## config.mk

```make
export PLATFORM = sky130hd
export DESIGN_NAME = cssd_top
export DESIGN_NICKNAME = d
export VERILOG_FILES = /design/src/cssd_pkg.sv /design/src/cssd_glitch_mux.sv /design/src/cssd_divider.sv /design/src/cssd_top.sv
export SDC_FILE = /design/constraint.sdc
export NUM_CORES = 1
export LEC_CHECK = 0
export ABC_CLOCK_PERIOD_IN_PS = 5800
export BUFFER_PORTS_ARGS = -buffer_cell sky130_fd_sc_hd__buf_2
export CELL_PAD_IN_SITES_DETAIL_PLACEMENT = 1
export CELL_PAD_IN_SITES_GLOBAL_PLACEMENT = 1
export CORE_MARGIN = 2
export CORE_UTILIZATION = 40
export DETAILED_ROUTE_END_ITERATION = 8
export PLACE_DENSITY = 0.74
export SETUP_SLACK_MARGIN = 0.1
export SYNTH_ARGS = -nofsm -noshare
export SYNTH_HDL_FRONTEND = slang
export SYNTH_SLANG_ARGS = --single-unit
```

## constraint.sdc

```tcl
create_clock -name clk_i -period 5.8 [get_ports clk_i]
set_input_delay 0.29 -clock clk_i [delete_from_list [all_inputs] [get_ports clk_i]]
set_output_delay 0.29 -clock clk_i [all_outputs]
set_load 0.02 [all_outputs]
```

## src/cssd_pkg.sv

```systemverilog
// constants and types of the clock source select and division block
// Behaviour
// RULE_01: main clock takes any oscillator but the module one, divided 1..128.
// RULE_02: sub-main clock is the main clock divided by 1, 2, 4 or 8.
// RULE_03: auxiliary clock comes from the crystal or the rc oscillator.
// RULE_04: loop reference clock is the internal rc or the crystal clock.
// RULE_05: crystal failure swaps in the rc clock so consumers keep running; counter code 10 is gated low instead of swapped.
// RULE_06: cpu, memories, checksum and ports run on main clock, no select.
// RULE_07: timer select: 10 sub-main, 01 auxiliary, 00 timer pin.
// RULE_08: serial select: 10/11 sub-main, 01 auxiliary, 00 serial pin.
// RULE_09: watchdog select: 00 sub-main, 01 auxiliary, 10 low-power clock.
// RULE_10: converter select: 10/11 sub-main, 01 auxiliary, 00 module osc.
// RULE_11: counter select: 01 sub or aux by alt bit, 11 low-power, 10 crystal.
// RULE_12: crystal is main code 10, auxiliary and reference code 0.
// RULE_13: main up to 16 MHz, aux 40 kHz, module 4 MHz, low-power 10 kHz.
// RULE_14: source and divider switching never makes a short pulse.
// RULE_15: reserved select codes give no clock, never an undefined one.
package cssd_pkg;
  localparam int CLK_MHZ = 200;
  // crystal silent this long counts as failed
  localparam int XT_TIMEOUT_US = 100;
  localparam int XT_TIMEOUT_CYC = XT_TIMEOUT_US * CLK_MHZ;
  // nominal rates, for reference only [RULE_13]
  localparam int MAIN_MAX_KHZ = 16000;
  localparam int AUX_MAX_KHZ = 40;
  localparam int MOD_KHZ = 4000;
  localparam int VLP_KHZ = 10;

  localparam logic [4:0] OFS_CTRL = 5'h00;
  localparam logic [4:0] OFS_PSEL = 5'h04;
  localparam logic [4:0] OFS_STAT = 5'h08;
  localparam logic [4:0] OFS_IRQ = 5'h0c;
  localparam logic [4:0] OFS_MASK = 5'h10;

  // oscillator pin indices
  localparam int PIN_DCO = 0;
  localparam int PIN_RC = 1;
  localparam int PIN_XT = 2;
  localparam int PIN_VLP = 3;
  localparam int PIN_MOD = 4;
  localparam int PIN_TMR = 5;
  localparam int PIN_SER = 6;
  localparam int NPIN = 7;

  // channel muxes
  localparam int CH_MAIN = 0;
  localparam int CH_AUX = 1;
  localparam int CH_REF = 2;
  localparam int CH_TMR = 3;
  localparam int CH_SER = 4;
  localparam int CH_WDT = 5;
  localparam int CH_CONV = 6;
  localparam int CH_CNT = 7;
  localparam int NCH = 8;
  localparam int NSRC = 5;
  localparam int SW = 3;

  localparam logic [1:0] MSEL_DCO = 2'h0;
  localparam logic [1:0] MSEL_RC = 2'h1;
  localparam logic [1:0] MSEL_XT = 2'h2; // [RULE_12]
  localparam logic [1:0] MSEL_VLP = 2'h3;
  localparam logic [SW-1:0] IDX_XT = 3'h0;
  localparam logic [SW-1:0] IDX_RC = 3'h1;
  localparam logic [SW-1:0] IDX_CNT_AUX = 3'h4;

  localparam int IRQ_FAULT = 0;
  localparam int IRQ_SWITCH = 1;
  localparam int IRQ_W = 2;

  localparam int MDIV_W = 3;
  localparam int SDIV_W = 2;
  localparam int CTRL_W = 9;
  localparam int PSEL_W = 11;

  typedef struct packed {
    logic ref_sel;
    logic aux_sel;
    logic [SDIV_W-1:0] sub_div;
    logic [MDIV_W-1:0] main_div;
    logic [1:0] main_sel;
  } cssd_ctrl_t;

  typedef struct packed {
    logic cnt_alt;
    logic [1:0] cnt;
    logic [1:0] conv;
    logic [1:0] wdt;
    logic [1:0] ser;
    logic [1:0] tmr;
  } cssd_psel_t;

  localparam cssd_ctrl_t CTRL_RST = 9'h180;
  localparam cssd_psel_t PSEL_RST = 11'h000;

  typedef enum logic [1:0] {
    GM_RUN = 2'b01,
    GM_PARK = 2'b10
  } cssd_gm_state_t;
endpackage : cssd_pkg

```

## src/cssd_glitch_mux.sv

```systemverilog
// glitch-free clock selector working on sampled clock levels
`timescale 1ns/1ps
module cssd_glitch_mux #(
  parameter int NSRC = 5,
  parameter int SW = 3
) (
  input wire logic clk_i,
  input wire logic rst_i,
  input wire logic ce_i,
  input wire logic [NSRC-1:0] src_i,
  input wire logic [SW-1:0] sel_i,
  output logic clk_o,
  output logic switched_o
);
  cssd_pkg::cssd_gm_state_t state_reg, state_next;
  logic [SW-1:0] cur_reg, cur_next;
  logic out_reg, out_next;
  logic sw_reg, sw_next;

  // leave the old source only while it is low, join the new one while low
  always_comb begin
    state_next = state_reg;
    cur_next = cur_reg;
    out_next = 1'b0;
    sw_next = 1'b0;
    case (state_reg)
      cssd_pkg::GM_RUN: begin
        if (sel_i != cur_reg && !src_i[cur_reg]) begin
          state_next = cssd_pkg::GM_PARK; // [RULE_14]
        end else begin
          out_next = src_i[cur_reg];
        end
      end
      cssd_pkg::GM_PARK: begin
        if (!src_i[sel_i]) begin
          cur_next = sel_i;
          state_next = cssd_pkg::GM_RUN;
          sw_next = 1'b1;
        end
      end
      default: state_next = cssd_pkg::GM_PARK;
    endcase
  end

  always_ff @(posedge clk_i) begin
    if (rst_i) begin
      state_reg <= cssd_pkg::GM_RUN;
      cur_reg <= '0;
      out_reg <= 1'b0;
      sw_reg <= 1'b0;
    end else if (ce_i) begin
      state_reg <= state_next;
      cur_reg <= cur_next;
      out_reg <= out_next;
      sw_reg <= sw_next;
    end
  end

  assign clk_o = out_reg;
  assign switched_o = sw_reg;
endmodule : cssd_glitch_mux

```

## src/cssd_divider.sv

```systemverilog
// power-of-two divider of a sampled clock level
`timescale 1ns/1ps
module cssd_divider #(
  parameter int KW = 3
) (
  input wire logic clk_i,
  input wire logic rst_i,
  input wire logic ce_i,
  input wire logic src_i,
  input wire logic [KW-1:0] exp_i,
  output logic clk_o
);
  localparam int CW = (1 << KW) - 1;
  logic prev_reg, prev_next;
  logic [CW-1:0] cnt_reg, cnt_next;
  logic [KW-1:0] k_reg, k_next;
  logic out_reg, out_next;
  logic [CW-1:0] mask;

  // a new ratio only lands at a period boundary, output then low, or high at ratio 1 where the source passes straight through
  always_comb begin
    mask = CW'((1 << k_reg) - 1);
    prev_next = src_i;
    cnt_next = cnt_reg;
    k_next = k_reg;
    if (src_i && !prev_reg) begin
      if (cnt_reg == mask) begin
        cnt_next = '0;
        k_next = exp_i; // [RULE_14]
      end else begin
        cnt_next = cnt_reg + CW'(1);
      end
    end
    if (k_next == '0) begin
      out_next = src_i;
    end else begin
      out_next = cnt_next[k_next - KW'(1)];
    end
  end

  always_ff @(posedge clk_i) begin
    if (rst_i) begin
      prev_reg <= 1'b0;
      cnt_reg <= '0;
      k_reg <= '0;
      out_reg <= 1'b0;
    end else if (ce_i) begin
      prev_reg <= prev_next;
      cnt_reg <= cnt_next;
      k_reg <= k_next;
      out_reg <= out_next;
    end
  end

  assign clk_o = out_reg;
endmodule : cssd_divider

```

## src/cssd_top.sv

```systemverilog
// clock source selection, division and distribution with wishbone regs
//
// Local design decisions: register access over Wishbone and the register offsets.
`timescale 1ns/1ps
module cssd_top #(
  parameter int FAULT_CYC = cssd_pkg::XT_TIMEOUT_CYC
) (
  input wire logic clk_i,
  input wire logic rst_i,
  input wire logic ce_i,
  input wire logic digitally_controlled_osc_i,
  input wire logic internal_rc_32k_osc_i,
  input wire logic crystal_clock_i,
  input wire logic very_low_power_clock_i,
  input wire logic module_osc_clock_i,
  input wire logic timer_ext_clock_pin_i,
  input wire logic serial_ext_clock_pin_i,
  input wire logic wb_cyc_i,
  input wire logic wb_stb_i,
  input wire logic wb_we_i,
  input wire logic [4:0] wb_adr_i,
  input wire logic [3:0] wb_sel_i,
  input wire logic [31:0] wb_dat_i,
  output logic [31:0] wb_dat_o,
  output logic wb_ack_o,
  output logic main_clock_o,
  output logic sub_main_clock_o,
  output logic aux_clock_o,
  output logic frequency_lock_loop_ref_o,
  output logic timer_clock_o,
  output logic serial_clock_o,
  output logic watchdog_clock_o,
  output logic converter_clock_o,
  output logic counter_clock_o,
  output logic irq_o
);
  localparam int FW = $clog2(FAULT_CYC + 1);
  localparam int NP = cssd_pkg::NPIN;
  localparam int NCH = cssd_pkg::NCH;
  localparam int NSRC = cssd_pkg::NSRC;
  localparam int SW = cssd_pkg::SW;

  ////////////////////////////////////////////////////////////////////////////
  // pin sampling
  logic [NP-1:0] pin_vec, meta_reg, sync_reg;

  assign pin_vec = {serial_ext_clock_pin_i, timer_ext_clock_pin_i,
                    module_osc_clock_i, very_low_power_clock_i,
                    crystal_clock_i, internal_rc_32k_osc_i,
                    digitally_controlled_osc_i};

  // first stage feeds only the second
  always_ff @(posedge clk_i) begin
    if (rst_i) begin
      meta_reg <= '0;
      sync_reg <= '0;
    end else if (ce_i) begin
      meta_reg <= pin_vec;
      sync_reg <= meta_reg;
    end
  end

  ////////////////////////////////////////////////////////////////////////////
  // crystal fail-safe watch
  logic xt_prev_reg, xt_prev_next;
  logic [FW-1:0] fault_cnt_reg, fault_cnt_next;
  logic xt_fault_reg, xt_fault_next;

  always_comb begin
    xt_prev_next = sync_reg[cssd_pkg::PIN_XT];
    fault_cnt_next = fault_cnt_reg;
    xt_fault_next = xt_fault_reg;
    if (xt_prev_next != xt_prev_reg) begin
      fault_cnt_next = '0;
      xt_fault_next = 1'b0;
    end else if (fault_cnt_reg == FW'(FAULT_CYC - 1)) begin
      xt_fault_next = 1'b1; // [RULE_05]
    end else begin
      fault_cnt_next = fault_cnt_reg + FW'(1);
    end
  end

  always_ff @(posedge clk_i) begin
    if (rst_i) begin
      xt_prev_reg <= 1'b0;
      fault_cnt_reg <= '0;
      xt_fault_reg <= 1'b0;
    end else if (ce_i) begin
      xt_prev_reg <= xt_prev_next;
      fault_cnt_reg <= fault_cnt_next;
      xt_fault_reg <= xt_fault_next;
    end
  end

  ////////////////////////////////////////////////////////////////////////////
  // registers and wishbone slave
  cssd_pkg::cssd_ctrl_t ctrl_reg, ctrl_next;
  cssd_pkg::cssd_psel_t psel_reg, psel_next;
  logic [cssd_pkg::IRQ_W-1:0] stat_reg, stat_next;
  logic [cssd_pkg::IRQ_W-1:0] mask_reg, mask_next;
  logic [cssd_pkg::IRQ_W-1:0] events;
  logic ack_reg, ack_next;
  logic [31:0] dat_reg, dat_next;
  logic irq_reg, irq_next;
  logic [31:0] wmask, m_ctrl, m_psel, m_mask;
  logic wr;
  logic [NCH-1:0] ch_clk, ch_sw;

  always_comb begin
    wmask = {{8{wb_sel_i[3]}}, {8{wb_sel_i[2]}},
             {8{wb_sel_i[1]}}, {8{wb_sel_i[0]}}};
    // writes land on the edge where the master sees ack
    wr = wb_cyc_i & wb_stb_i & wb_we_i & ack_reg;
    ack_next = wb_cyc_i & wb_stb_i & !ack_reg;
    m_ctrl = (32'(ctrl_reg) & ~wmask) | (wb_dat_i & wmask);
    m_psel = (32'(psel_reg) & ~wmask) | (wb_dat_i & wmask);
    m_mask = (32'(mask_reg) & ~wmask) | (wb_dat_i & wmask);
    ctrl_next = ctrl_reg;
    psel_next = psel_reg;
    mask_next = mask_reg;
    events = '0;
    events[cssd_pkg::IRQ_FAULT] = xt_fault_next & !xt_fault_reg;
    events[cssd_pkg::IRQ_SWITCH] = ch_sw[cssd_pkg::CH_MAIN];
    stat_next = stat_reg;
    if (wr) begin
      case (wb_adr_i)
        cssd_pkg::OFS_CTRL:
          ctrl_next = cssd_pkg::cssd_ctrl_t'(m_ctrl[cssd_pkg::CTRL_W-1:0]);
        cssd_pkg::OFS_PSEL:
          psel_next = cssd_pkg::cssd_psel_t'(m_psel[cssd_pkg::PSEL_W-1:0]);
        cssd_pkg::OFS_MASK: mask_next = m_mask[cssd_pkg::IRQ_W-1:0];
        cssd_pkg::OFS_IRQ:
          stat_next = stat_reg & ~(wb_dat_i[cssd_pkg::IRQ_W-1:0] &
                                   wmask[cssd_pkg::IRQ_W-1:0]);
        default: ;
      endcase
    end
    // a fresh event beats a clear in the same cycle
    stat_next = stat_next | events;
    irq_next = |(stat_reg & mask_reg);
    dat_next = dat_reg;
    if (ack_next) begin
      case (wb_adr_i)
        cssd_pkg::OFS_CTRL: dat_next = 32'(ctrl_reg);
        cssd_pkg::OFS_PSEL: dat_next = 32'(psel_reg);
        cssd_pkg::OFS_STAT:
          dat_next = {29'h0, sub_main_clock_o, main_clock_o, xt_fault_reg};
        cssd_pkg::OFS_IRQ: dat_next = 32'(stat_reg);
        cssd_pkg::OFS_MASK: dat_next = 32'(mask_reg);
        default: dat_next = 32'h0;
      endcase
    end
  end

  always_ff @(posedge clk_i) begin
    if (rst_i) begin
      ctrl_reg <= cssd_pkg::CTRL_RST;
      psel_reg <= cssd_pkg::PSEL_RST;
      stat_reg <= '0;
      mask_reg <= '0;
      ack_reg <= 1'b0;
      dat_reg <= 32'h0;
      irq_reg <= 1'b0;
    end else if (ce_i) begin
      ctrl_reg <= ctrl_next;
      psel_reg <= psel_next;
      stat_reg <= stat_next;
      mask_reg <= mask_next;
      ack_reg <= ack_next;
      dat_reg <= dat_next;
      irq_reg <= irq_next;
    end
  end

  assign wb_ack_o = ack_reg;
  assign wb_dat_o = dat_reg;
  assign irq_o = irq_reg;

  ////////////////////////////////////////////////////////////////////////////
  // source tables and selections per channel
  logic [NCH-1:0][NSRC-1:0] ch_src;
  logic [NCH-1:0][SW-1:0] ch_sel;
  logic digitally_controlled_osc, rc, xt, vlp, modc, tpin, spin, sub, aux;

  always_comb begin
    digitally_controlled_osc = sync_reg[cssd_pkg::PIN_DCO];
    rc = sync_reg[cssd_pkg::PIN_RC];
    // a crystal stuck high would pin a selector on it; dead reads low
    xt = sync_reg[cssd_pkg::PIN_XT] & !xt_fault_reg; // [RULE_05]
    vlp = sync_reg[cssd_pkg::PIN_VLP];
    modc = sync_reg[cssd_pkg::PIN_MOD];
    tpin = sync_reg[cssd_pkg::PIN_TMR];
    spin = sync_reg[cssd_pkg::PIN_SER];
    sub = sub_main_clock_o;
    aux = aux_clock_o;
    // module oscillator is absent from the main table [RULE_01]
    ch_src[cssd_pkg::CH_MAIN] = {1'b0, vlp, xt, rc, digitally_controlled_osc};
    ch_sel[cssd_pkg::CH_MAIN] = {1'b0, ctrl_reg.main_sel};
    if (xt_fault_reg && ctrl_reg.main_sel == cssd_pkg::MSEL_XT) begin
      ch_sel[cssd_pkg::CH_MAIN] = cssd_pkg::IDX_RC; // [RULE_05]
    end
    ch_src[cssd_pkg::CH_AUX] = {3'h0, rc, xt}; // [RULE_03]
    ch_sel[cssd_pkg::CH_AUX] = (ctrl_reg.aux_sel || xt_fault_reg) ?
                               cssd_pkg::IDX_RC : cssd_pkg::IDX_XT;
    ch_src[cssd_pkg::CH_REF] = {3'h0, rc, xt}; // [RULE_04] [RULE_12]
    ch_sel[cssd_pkg::CH_REF] = (ctrl_reg.ref_sel || xt_fault_reg) ?
                               cssd_pkg::IDX_RC : cssd_pkg::IDX_XT;
    // code 11 reaches a tied-low input [RULE_07] [RULE_15]
    ch_src[cssd_pkg::CH_TMR] = {2'h0, sub, aux, tpin};
    ch_sel[cssd_pkg::CH_TMR] = {1'b0, psel_reg.tmr};
    ch_src[cssd_pkg::CH_SER] = {2'h0, sub, aux, spin}; // [RULE_08]
    ch_sel[cssd_pkg::CH_SER] = psel_reg.ser[1] ? 3'h2 : {1'b0, psel_reg.ser};
    ch_src[cssd_pkg::CH_WDT] = {2'h0, vlp, aux, sub}; // [RULE_09] [RULE_15]
    ch_sel[cssd_pkg::CH_WDT] = {1'b0, psel_reg.wdt};
    ch_src[cssd_pkg::CH_CONV] = {2'h0, sub, aux, modc}; // [RULE_10]
    ch_sel[cssd_pkg::CH_CONV] =
      psel_reg.conv[1] ? 3'h2 : {1'b0, psel_reg.conv};
    // alt bit picks a distinct input, so changing it is also glitch-free
    ch_src[cssd_pkg::CH_CNT] = {aux, vlp, xt, sub, 1'b0}; // [RULE_11]
    ch_sel[cssd_pkg::CH_CNT] = {1'b0, psel_reg.cnt};
    if (psel_reg.cnt == 2'h1 && psel_reg.cnt_alt) begin
      ch_sel[cssd_pkg::CH_CNT] = cssd_pkg::IDX_CNT_AUX;
    end
  end

  ////////////////////////////////////////////////////////////////////////////
  // glitch-free selectors and dividers
  genvar g;
  generate
    for (g = 0; g < NCH; g++) begin : gen_ch
      cssd_glitch_mux #(.NSRC(NSRC), .SW(SW)) u_mux (
        .clk_i(clk_i),
        .rst_i(rst_i),
        .ce_i(ce_i),
        .src_i(ch_src[g]),
        .sel_i(ch_sel[g]),
        .clk_o(ch_clk[g]),
        .switched_o(ch_sw[g])
      );
    end
  endgenerate

  // main clock feeds cpu, memories, checksum and ports directly [RULE_06]
  cssd_divider #(.KW(cssd_pkg::MDIV_W)) u_main_div (
    .clk_i(clk_i),
    .rst_i(rst_i),
    .ce_i(ce_i),
    .src_i(ch_clk[cssd_pkg::CH_MAIN]),
    .exp_i(ctrl_reg.main_div), // [RULE_01]
    .clk_o(main_clock_o)
  );

  // sub-main only ever divides the main clock [RULE_02]
  cssd_divider #(.KW(cssd_pkg::SDIV_W)) u_sub_div (
    .clk_i(clk_i),
    .rst_i(rst_i),
    .ce_i(ce_i),
    .src_i(main_clock_o),
    .exp_i(ctrl_reg.sub_div),
    .clk_o(sub_main_clock_o)
  );

  assign aux_clock_o = ch_clk[cssd_pkg::CH_AUX];
  assign frequency_lock_loop_ref_o = ch_clk[cssd_pkg::CH_REF];
  assign timer_clock_o = ch_clk[cssd_pkg::CH_TMR];
  assign serial_clock_o = ch_clk[cssd_pkg::CH_SER];
  assign watchdog_clock_o = ch_clk[cssd_pkg::CH_WDT];
  assign converter_clock_o = ch_clk[cssd_pkg::CH_CONV];
  assign counter_clock_o = ch_clk[cssd_pkg::CH_CNT];
endmodule : cssd_top

```

==> results.tsv, run 1 <==
metric	value	unit
fillers	1895	
power.density	287.9	mW/mm2
drv_cap	0	
htreeDepth	4	
ant_nets	0	
hold_slack	0.1114	ns
areaGrowthSynthToFinish	13.61	%
vias_per_cell	5.561	
portBuffers	52	
fin_nets	872	
fmaxAchievable	0.2644	GHz
skew	0.005466	ns
gr-usage-all-layers	21.02	%
coreArea	0.01594	mm2
cts_hold_buf	0	
synth_top_area_share	38.85	%
cts_resized	0	
start_util	41.05	%
synth_seq_cells	127	
synth.area.top_cells	dfxtp_1 (39%), mux2i_1 (9.0%), nor2_1 (6.0%), a21oi_1 (4.3%), nand2_1 (3.8%)	
pwr-share-comb	7.0	%
rows	46	
clk_pin_slew_worst_paths	0.06	ns
worstMarginPinSlew	1.086	ns
setup_viol	0	
worstReg2RegEnd	u_main_div.clk_o	
post-cts-setup-buffers	0	
synth_edf_count	0	
wirelength	17970	um
p_int	1.631	mW
clockBufferDepth	2	
utilization	46.63	%
overflow	0	
p_sw	510.1	uW
clock_latency	0.42	ns
ff2ff_path_depth	12	
synth_cells	782	
root_buffer	clkbuf_16	
r2r_setup_slack	2.02	ns
irDropWorstVdd	0.0001772	V
total_power	2.141	mW
critPathRequiredTime	6.14	ns
crit_arrival	4.12	ns
r2r_start	u_main_div.k_reg[0]	
wl_per_cell	17.28	um
period_needed	3.782	ns
cts_tree	built	
synth_largest_area_cell	dfxtp_1	
die-width	131.9	um
vias	5783	
antenna_cells	0	
gp_congestion	0.7930	
antenna_found_initial	0	
cp-end-kind	flip-flop	
route.detailed.drc	0	
startpoint_type	flip-flop	
finalHoldViolCount	0	
power_frac_seq	42.9	%
outcome	complete, no violations	
cts_buffers	17	
yosys.cell_types.count	66	
hold_start	wb_dat_i[8]	
io_pins	97	
die_area	0.01740	mm2
hold_path.class	primary input to flip-flop	
rsz0062_at_grt	no	
ys_seq_area_share	38.85	%
pwr-share-clk	50.1	%
drive_gt1_share	12.14	%
netlist_area	0.006544	mm2
dr.pass1.iters	4	
clock-sinks	127	
fin_crit_sh	65.20	%
synth_ff_type	dfxtp_1	
grt_pass1_vias	5988	
ys_warn_count	0	
grt_start_max_net_pins	94	
die_y	131.9	um
switching_share	23.83	%
hpwl	12420	um
synthArstFlopShare	0	%
cp_max_fo	15	
leakage	2.892	nW
slew_headroom	27.10	%
drtIter0Drc	344	
min_path_cells	3	
grt_pass1_wl	30020	um
maxSlewViolCount	0	
crit_type	flip-flop to flip-flop	
setup-tns-final	0	ns
avgSynthCellArea	8.368	um2
-- worst max-delay path by stage --
stage                              from               end  slack, ns  cells past startpoint
finish              u_main_div.k_reg[0]  u_main_div.clk_o       2.02                     12
global route        u_main_div.k_reg[0]  u_main_div.clk_o       1.78                     13
CTS                 u_main_div.k_reg[0]  u_main_div.clk_o       2.07                     12
detailed placement  u_main_div.k_reg[0]  u_main_div.clk_o       2.08                     12
global placement    u_main_div.k_reg[0]  u_main_div.clk_o       2.29                     13
floorplan           u_main_div.k_reg[0]  u_main_div.clk_o       2.52                     14
-- critical path, stage by stage, from the launching register on --
cell	delay, ns
dfxtp_1	0.48
or3_1	0.44
ha_1	0.29
nor3b_1	0.19
nor4_1	0.59
o211ai_4	0.23
mux2i_1	0.17
ha_1	0.41
a21oi_1	0.16
o21ai_0	0.10
a2111oi_0	0.35
o32ai_1	0.17
o22ai_1	0.13
-- cell usage in the layout, fill, tap and decap left out, types with 8 or more instances in the layout --
| master | Yosys | final |
|---|---|---|
| conb_1 | 1 | 21 |
| a221oi_1 | 8 | 8 |
| clkbuf_16 | 0 | 17 |
| nand3_1 | 26 | 26 |
| inv_1 | 19 | 19 |
| xnor2_1 | 17 | 17 |
| buf_2 | 8 | 52 |
| o21ai_0 | 36 | 36 |
| nor2_1 | 104 | 104 |
| xor2_1 | 15 | 15 |
| nor2b_1 | 17 | 17 |
| nand2_1 | 67 | 67 |
| nand4_1 | 9 | 9 |
| a21oi_1 | 56 | 56 |
| and3_1 | 10 | 10 |
| dfxtp_1 | 127 | 127 |
| nand3b_1 | 8 | 8 |
| nor3_1 | 22 | 22 |
| mux2i_1 | 59 | 59 |
-- final cells by class --
cell class / count / area [um2] / share of cell area, %
repair buffers: 56 / 290.3 / 3.904
inverters: 19 / 71.32 / 0.9593
multi-input cells: 591 / 3672 / 49.39
well taps: 216 / 270.3 / 3.635
flip-flops and latches: 127 / 2542 / 34.20
clock inverters: 11 / 141.4 / 1.902
clock buffers: 20 / 446.7 / 6.008
-- cells by family (layout without fill, tap and decap cells) --
| group | after synthesis | in the layout | share of synthesized area [%] |
|---|---|---|---|
| fa+ha+maj | 6 | 6 | 1.147 |
| simple gates | 308 | 308 | 23.15 |
| compound gates | 160 | 160 | 15.93 |
| flops | 127 | 127 | 38.85 |
| buf+inv | 84 | 106 | 6.176 |
| other cells | 1 | 21 | 0.05731 |
| mux | 64 | 64 | 10.40 |
| xor+xnor | 32 | 32 | 4.283 |
-- power groups by stage --
| stage | registers, mW | logic (mW) | clock network, mW |
|---|---|---|---|
| after global placement | 0.935 | 0.142 | 0 |
| after global routing | 0.922 | 0.165 | 1.12 |
| after floorplan | 0.934 | 0.114 | 0 |
| final | 0.919 | 0.149 | 1.07 |
| after CTS | 0.918 | 0.150 | 1.09 |
| after detailed placement | 0.937 | 0.149 | 0 |
-- through the flow --
step                      worst slack [ns]  cells  cell area [um2]
final                                2.018   1040             7435
after global routing                 1.775   1040             7435
after detailed placement             2.079   1009             6847
after global placement               2.292   1009             6847
after floorplan                      2.517    802             6619
after CTS                            2.069   1040             7435
-- cell usage after synthesis (all sizes together) (9+ instances only) --
cell	count
dfxtp	127
nor2	104
nand2	67
mux2i	59
a21oi	57
o21ai	40
buf	34
clkbuf	31
nand3	26
nor3	22
inv	19
nor2b	17
xnor2	17
xor2	15
and3	10
nand4	9
-- routing by layer --
metal | wire (um) | track usage [%]
met1 | 7914 | 24.37
met3 | 648 | 4.729
met2 | 9105 | 37.91
met5 | 0 | 0
met4 | 306 | 7.428
(Power assumes the default switching activity.)
==> run 2, diff against run 1 <==
--- a/config.mk
+++ b/config.mk
@@ -5,7 +5,7 @@
 export SDC_FILE = /design/constraint.sdc
 export NUM_CORES = 1
 export LEC_CHECK = 0
-export ABC_CLOCK_PERIOD_IN_PS = 5800
+export ABC_CLOCK_PERIOD_IN_PS = 3900
 export BUFFER_PORTS_ARGS = -buffer_cell sky130_fd_sc_hd__buf_2
 export CELL_PAD_IN_SITES_DETAIL_PLACEMENT = 1
 export CELL_PAD_IN_SITES_GLOBAL_PLACEMENT = 1
==> constraint.sdc (replaced) <==
create_clock -name clk_i -period 3.9 [get_ports clk_i]
set_input_delay 0.195 -clock clk_i [delete_from_list [all_inputs] [get_ports clk_i]]
set_output_delay 0.195 -clock clk_i [all_outputs]
set_load 0.02 [all_outputs]
==> run 2 against run 1 <==
  * Flip-flop and latch count stayed put
  * Worst hold slack worse by 0.10 ns
  * Wire length is 2.6% higher
  * Cell count is 0.96% higher
  * Final area is 1.4% higher
  * Die area stayed put
  * Register-to-register slack worse by 1.7 ns
  * Power is 50% higher
  * Fmax is 6.2% higher
  * Setup slack worse by 1.7 ns
  * Critical endpoint unchanged
  * Largest cell class unchanged
==> results.tsv, run 2 (synthesis results as in run 1) <==
metric	value	unit	change
maxSlewViolCount	0		unchanged
grt_pass1_wl	30670	um	+2.2%
crit_chain	or3_1 > ha_1 > xnor2_2 > nand3b_1 > a311oi_2 > o211ai_4 > mux2i_1 > ha_1 > a21oi_1 > o21ai_0 > a2111oi_1 > o32ai_1 > o22ai_1		
skew	0.006422	ns	+0.0009565 ns
io_pins	97		unchanged
startpoint_type	flip-flop		
ff2ff_path_depth	13		+1
clock_latency	0.43	ns	about the same
cp_max_fo	13		-2
vias	5822		+0.67%
grt_start_max_net_pins	78		-17%
place_area	0.006862	mm2	+0.22%
mostFrequentLayoutCell	dfxtp_1		
hold_slack	0.01008	ns	-0.1013 ns
instances_no_fill	1050		+0.96%
finalHoldViolCount	0		unchanged
coreArea	0.01594	mm2	unchanged
drtIter0Drc	326		-5.2%
crit_slowest_cell	dfxtp_1		
power_frac_seq	42.5	%	-0.4 points
drv_cap	0		unchanged
crit_arrival	3.90	ns	-0.22 ns
fmaxAchievable	0.2807	GHz	+6.2%
antenna_found_initial	0		unchanged
total_power	3.210	mW	+50%
setup-tns-final	0	ns	unchanged
rows	46		unchanged
clock-sinks	127		unchanged
cts_tree	built		
crit_top_cell	ha_1		
slew_headroom	31.34	%	+4.2 points
htreeDepth	4		unchanged
worstReg2RegEnd	u_main_div.clk_o		
dr.pass1.iters	4		unchanged
dp.cells	1011		+0.20%
irDropWorstVdd	0.0002724	V	+54%
dr.max_layer_used	met4		
p_sw	794.7	uW	+56%
wl_met1	8180	um	+3.4%
crit_start	u_main_div.k_reg[1]		
root_buffer	clkbuf_16		
portBuffers	52		unchanged
cp-endpoint	u_main_div.clk_o		
grt_pass1_vias	6031		+0.72%
wirelength	18450	um	+2.6%
start_util	41.05	%	unchanged
critPathRequiredTime	4.24	ns	-1.90 ns
overflow	0		unchanged
pwr-share-comb	7.1	%	about the same
period_needed	3.562	ns	-0.2196 ns
switching_share	24.75	%	+0.93 points
ant_nets	0		unchanged
worstMarginPinSlew	1.023	ns	-0.06318 ns
outcome	complete, no violations		
areaGrowthSynthToFinish	15.22	%	
cp-end-kind	flip-flop		
wl_met2	9137	um	+0.35%
hold_start	very_low_power_clock_i		
ff_latch_area	0.002542	mm2	unchanged
antenna_cells	0		unchanged
hpwl	12710	um	+2.3%
fillers	1918		+1.2%
max_stage_delay	0.43	ns	-0.16 ns
crit_type	flip-flop to flip-flop		
clockBufferDepth	2		unchanged
wl_per_cell	17.57	um	+1.7%
power.density	425.8	mW/mm2	+48%
fin_crit_sh	91.33	%	+26 points
met3_length	751	um	+16%
vias_per_cell	5.545		-0.28%
setup_viol	0		unchanged
r2r_setup_slack	0.34	ns	-1.68 ns
die_y	131.9	um	unchanged
gr-usage-all-layers	21.58	%	+0.56 points
drive_gt1_share	13.19	%	+1.1 points
r2r_start	u_main_div.k_reg[1]		
die-width	131.9	um	unchanged
leakage	2.923	nW	+1.1%
rsz0062_at_grt	no		
final_cell_mix	dfxtp_1 (127), nor2_1 (104), nand2_1 (67), mux2i_1 (59), a21oi_1 (56)		
route.detailed.drc	0		unchanged
hold_path.class	primary input to flip-flop		
multi_input_area	0.003694	mm2	+0.58%
pwr-share-clk	50.4	%	+0.3 points
fin_nets	881		+1.0%
clk_pin_slew_worst_paths	0.06	ns	about the same
die_area	0.01740	mm2	unchanged
cts_buffers	17		unchanged
p_int	2.416	mW	+48%
post-route-cell-area	0.007540	mm2	+1.4%
gp_congestion	0.8248		+4.0%
-- run 2: cell type report --
cell class | instances | share of cell area, %
clock buffer | 18 | 5.692
clock inverter | 14 | 2.191
inverter | 19 | 0.9459
multi-input combinational | 591 | 48.99
sequential | 127 | 33.72
tap | 216 | 3.584
timing repair buffer | 65 | 4.879
-- run 2: worst min-delay path by stage --
stage,endpoint,slack (ns),cells after the start
after global routing,flip-flop,0.009,3
after detailed placement,meta_reg[1],0.44,3
after CTS,flip-flop,0.003,3
after global placement,flip-flop,0.43,3
final,meta_reg[3],0.01,3
after floorplan,flip-flop,0.32,2
-- run 2: per-layer routing --
layer / up-vias / GRT usage, %
li1: 2815 / -
met1: 2852 / 26.06
met2: 125 / 37.21
met3: 30 / 4.575
met4: 0 / 8.998
met5: - / 0
-- run 2: worst max-delay path, delay by kind of cell (launching register included) --
family | cells | cell delay [ns]
AO/OA/AOI/OAI | 7 | 1.43
XOR/XNOR | 1 | 0.21
adder cells (fa/ha/maj) | 2 | 0.70
flip-flops | 1 | 0.43
multiplexers | 1 | 0.15
AND/OR/NAND/NOR | 2 | 0.53
-- run 2: per-stage QoR --
| step | utilization [%] | worst slack (ns) |
|---|---|---|
| after floorplan | - | 0.6171 |
| after global routing | 47.29 | 0.1158 |
| after global placement | 43.04 | 0.5548 |
| after detailed placement | 43.04 | 0.2258 |
| after CTS | 47.02 | 0.1557 |
| final | 47.29 | 0.3380 |
-- run 2: timing repair --
action | in CTS | in global routing
hold buffers | 4 | 0
endpoints found under the setup margin | 0 | 1
resized for setup | 0 | 4
endpoints found under the hold margin | 4 | 0
setup buffers | 0 | 3
-- run 2: power by group through the flow --
stage | Clock (mW) | Sequential, mW | Combinational [mW]
6_report | 1.62 | 1.37 | 0.227
5_1_grt | 1.70 | 1.37 | 0.252
4_1_cts | 1.64 | 1.37 | 0.226
3_5_place_dp | 0 | 1.39 | 0.221
3_3_place_gp | 0 | 1.39 | 0.211
2_1_floorplan | 0 | 1.39 | 0.169
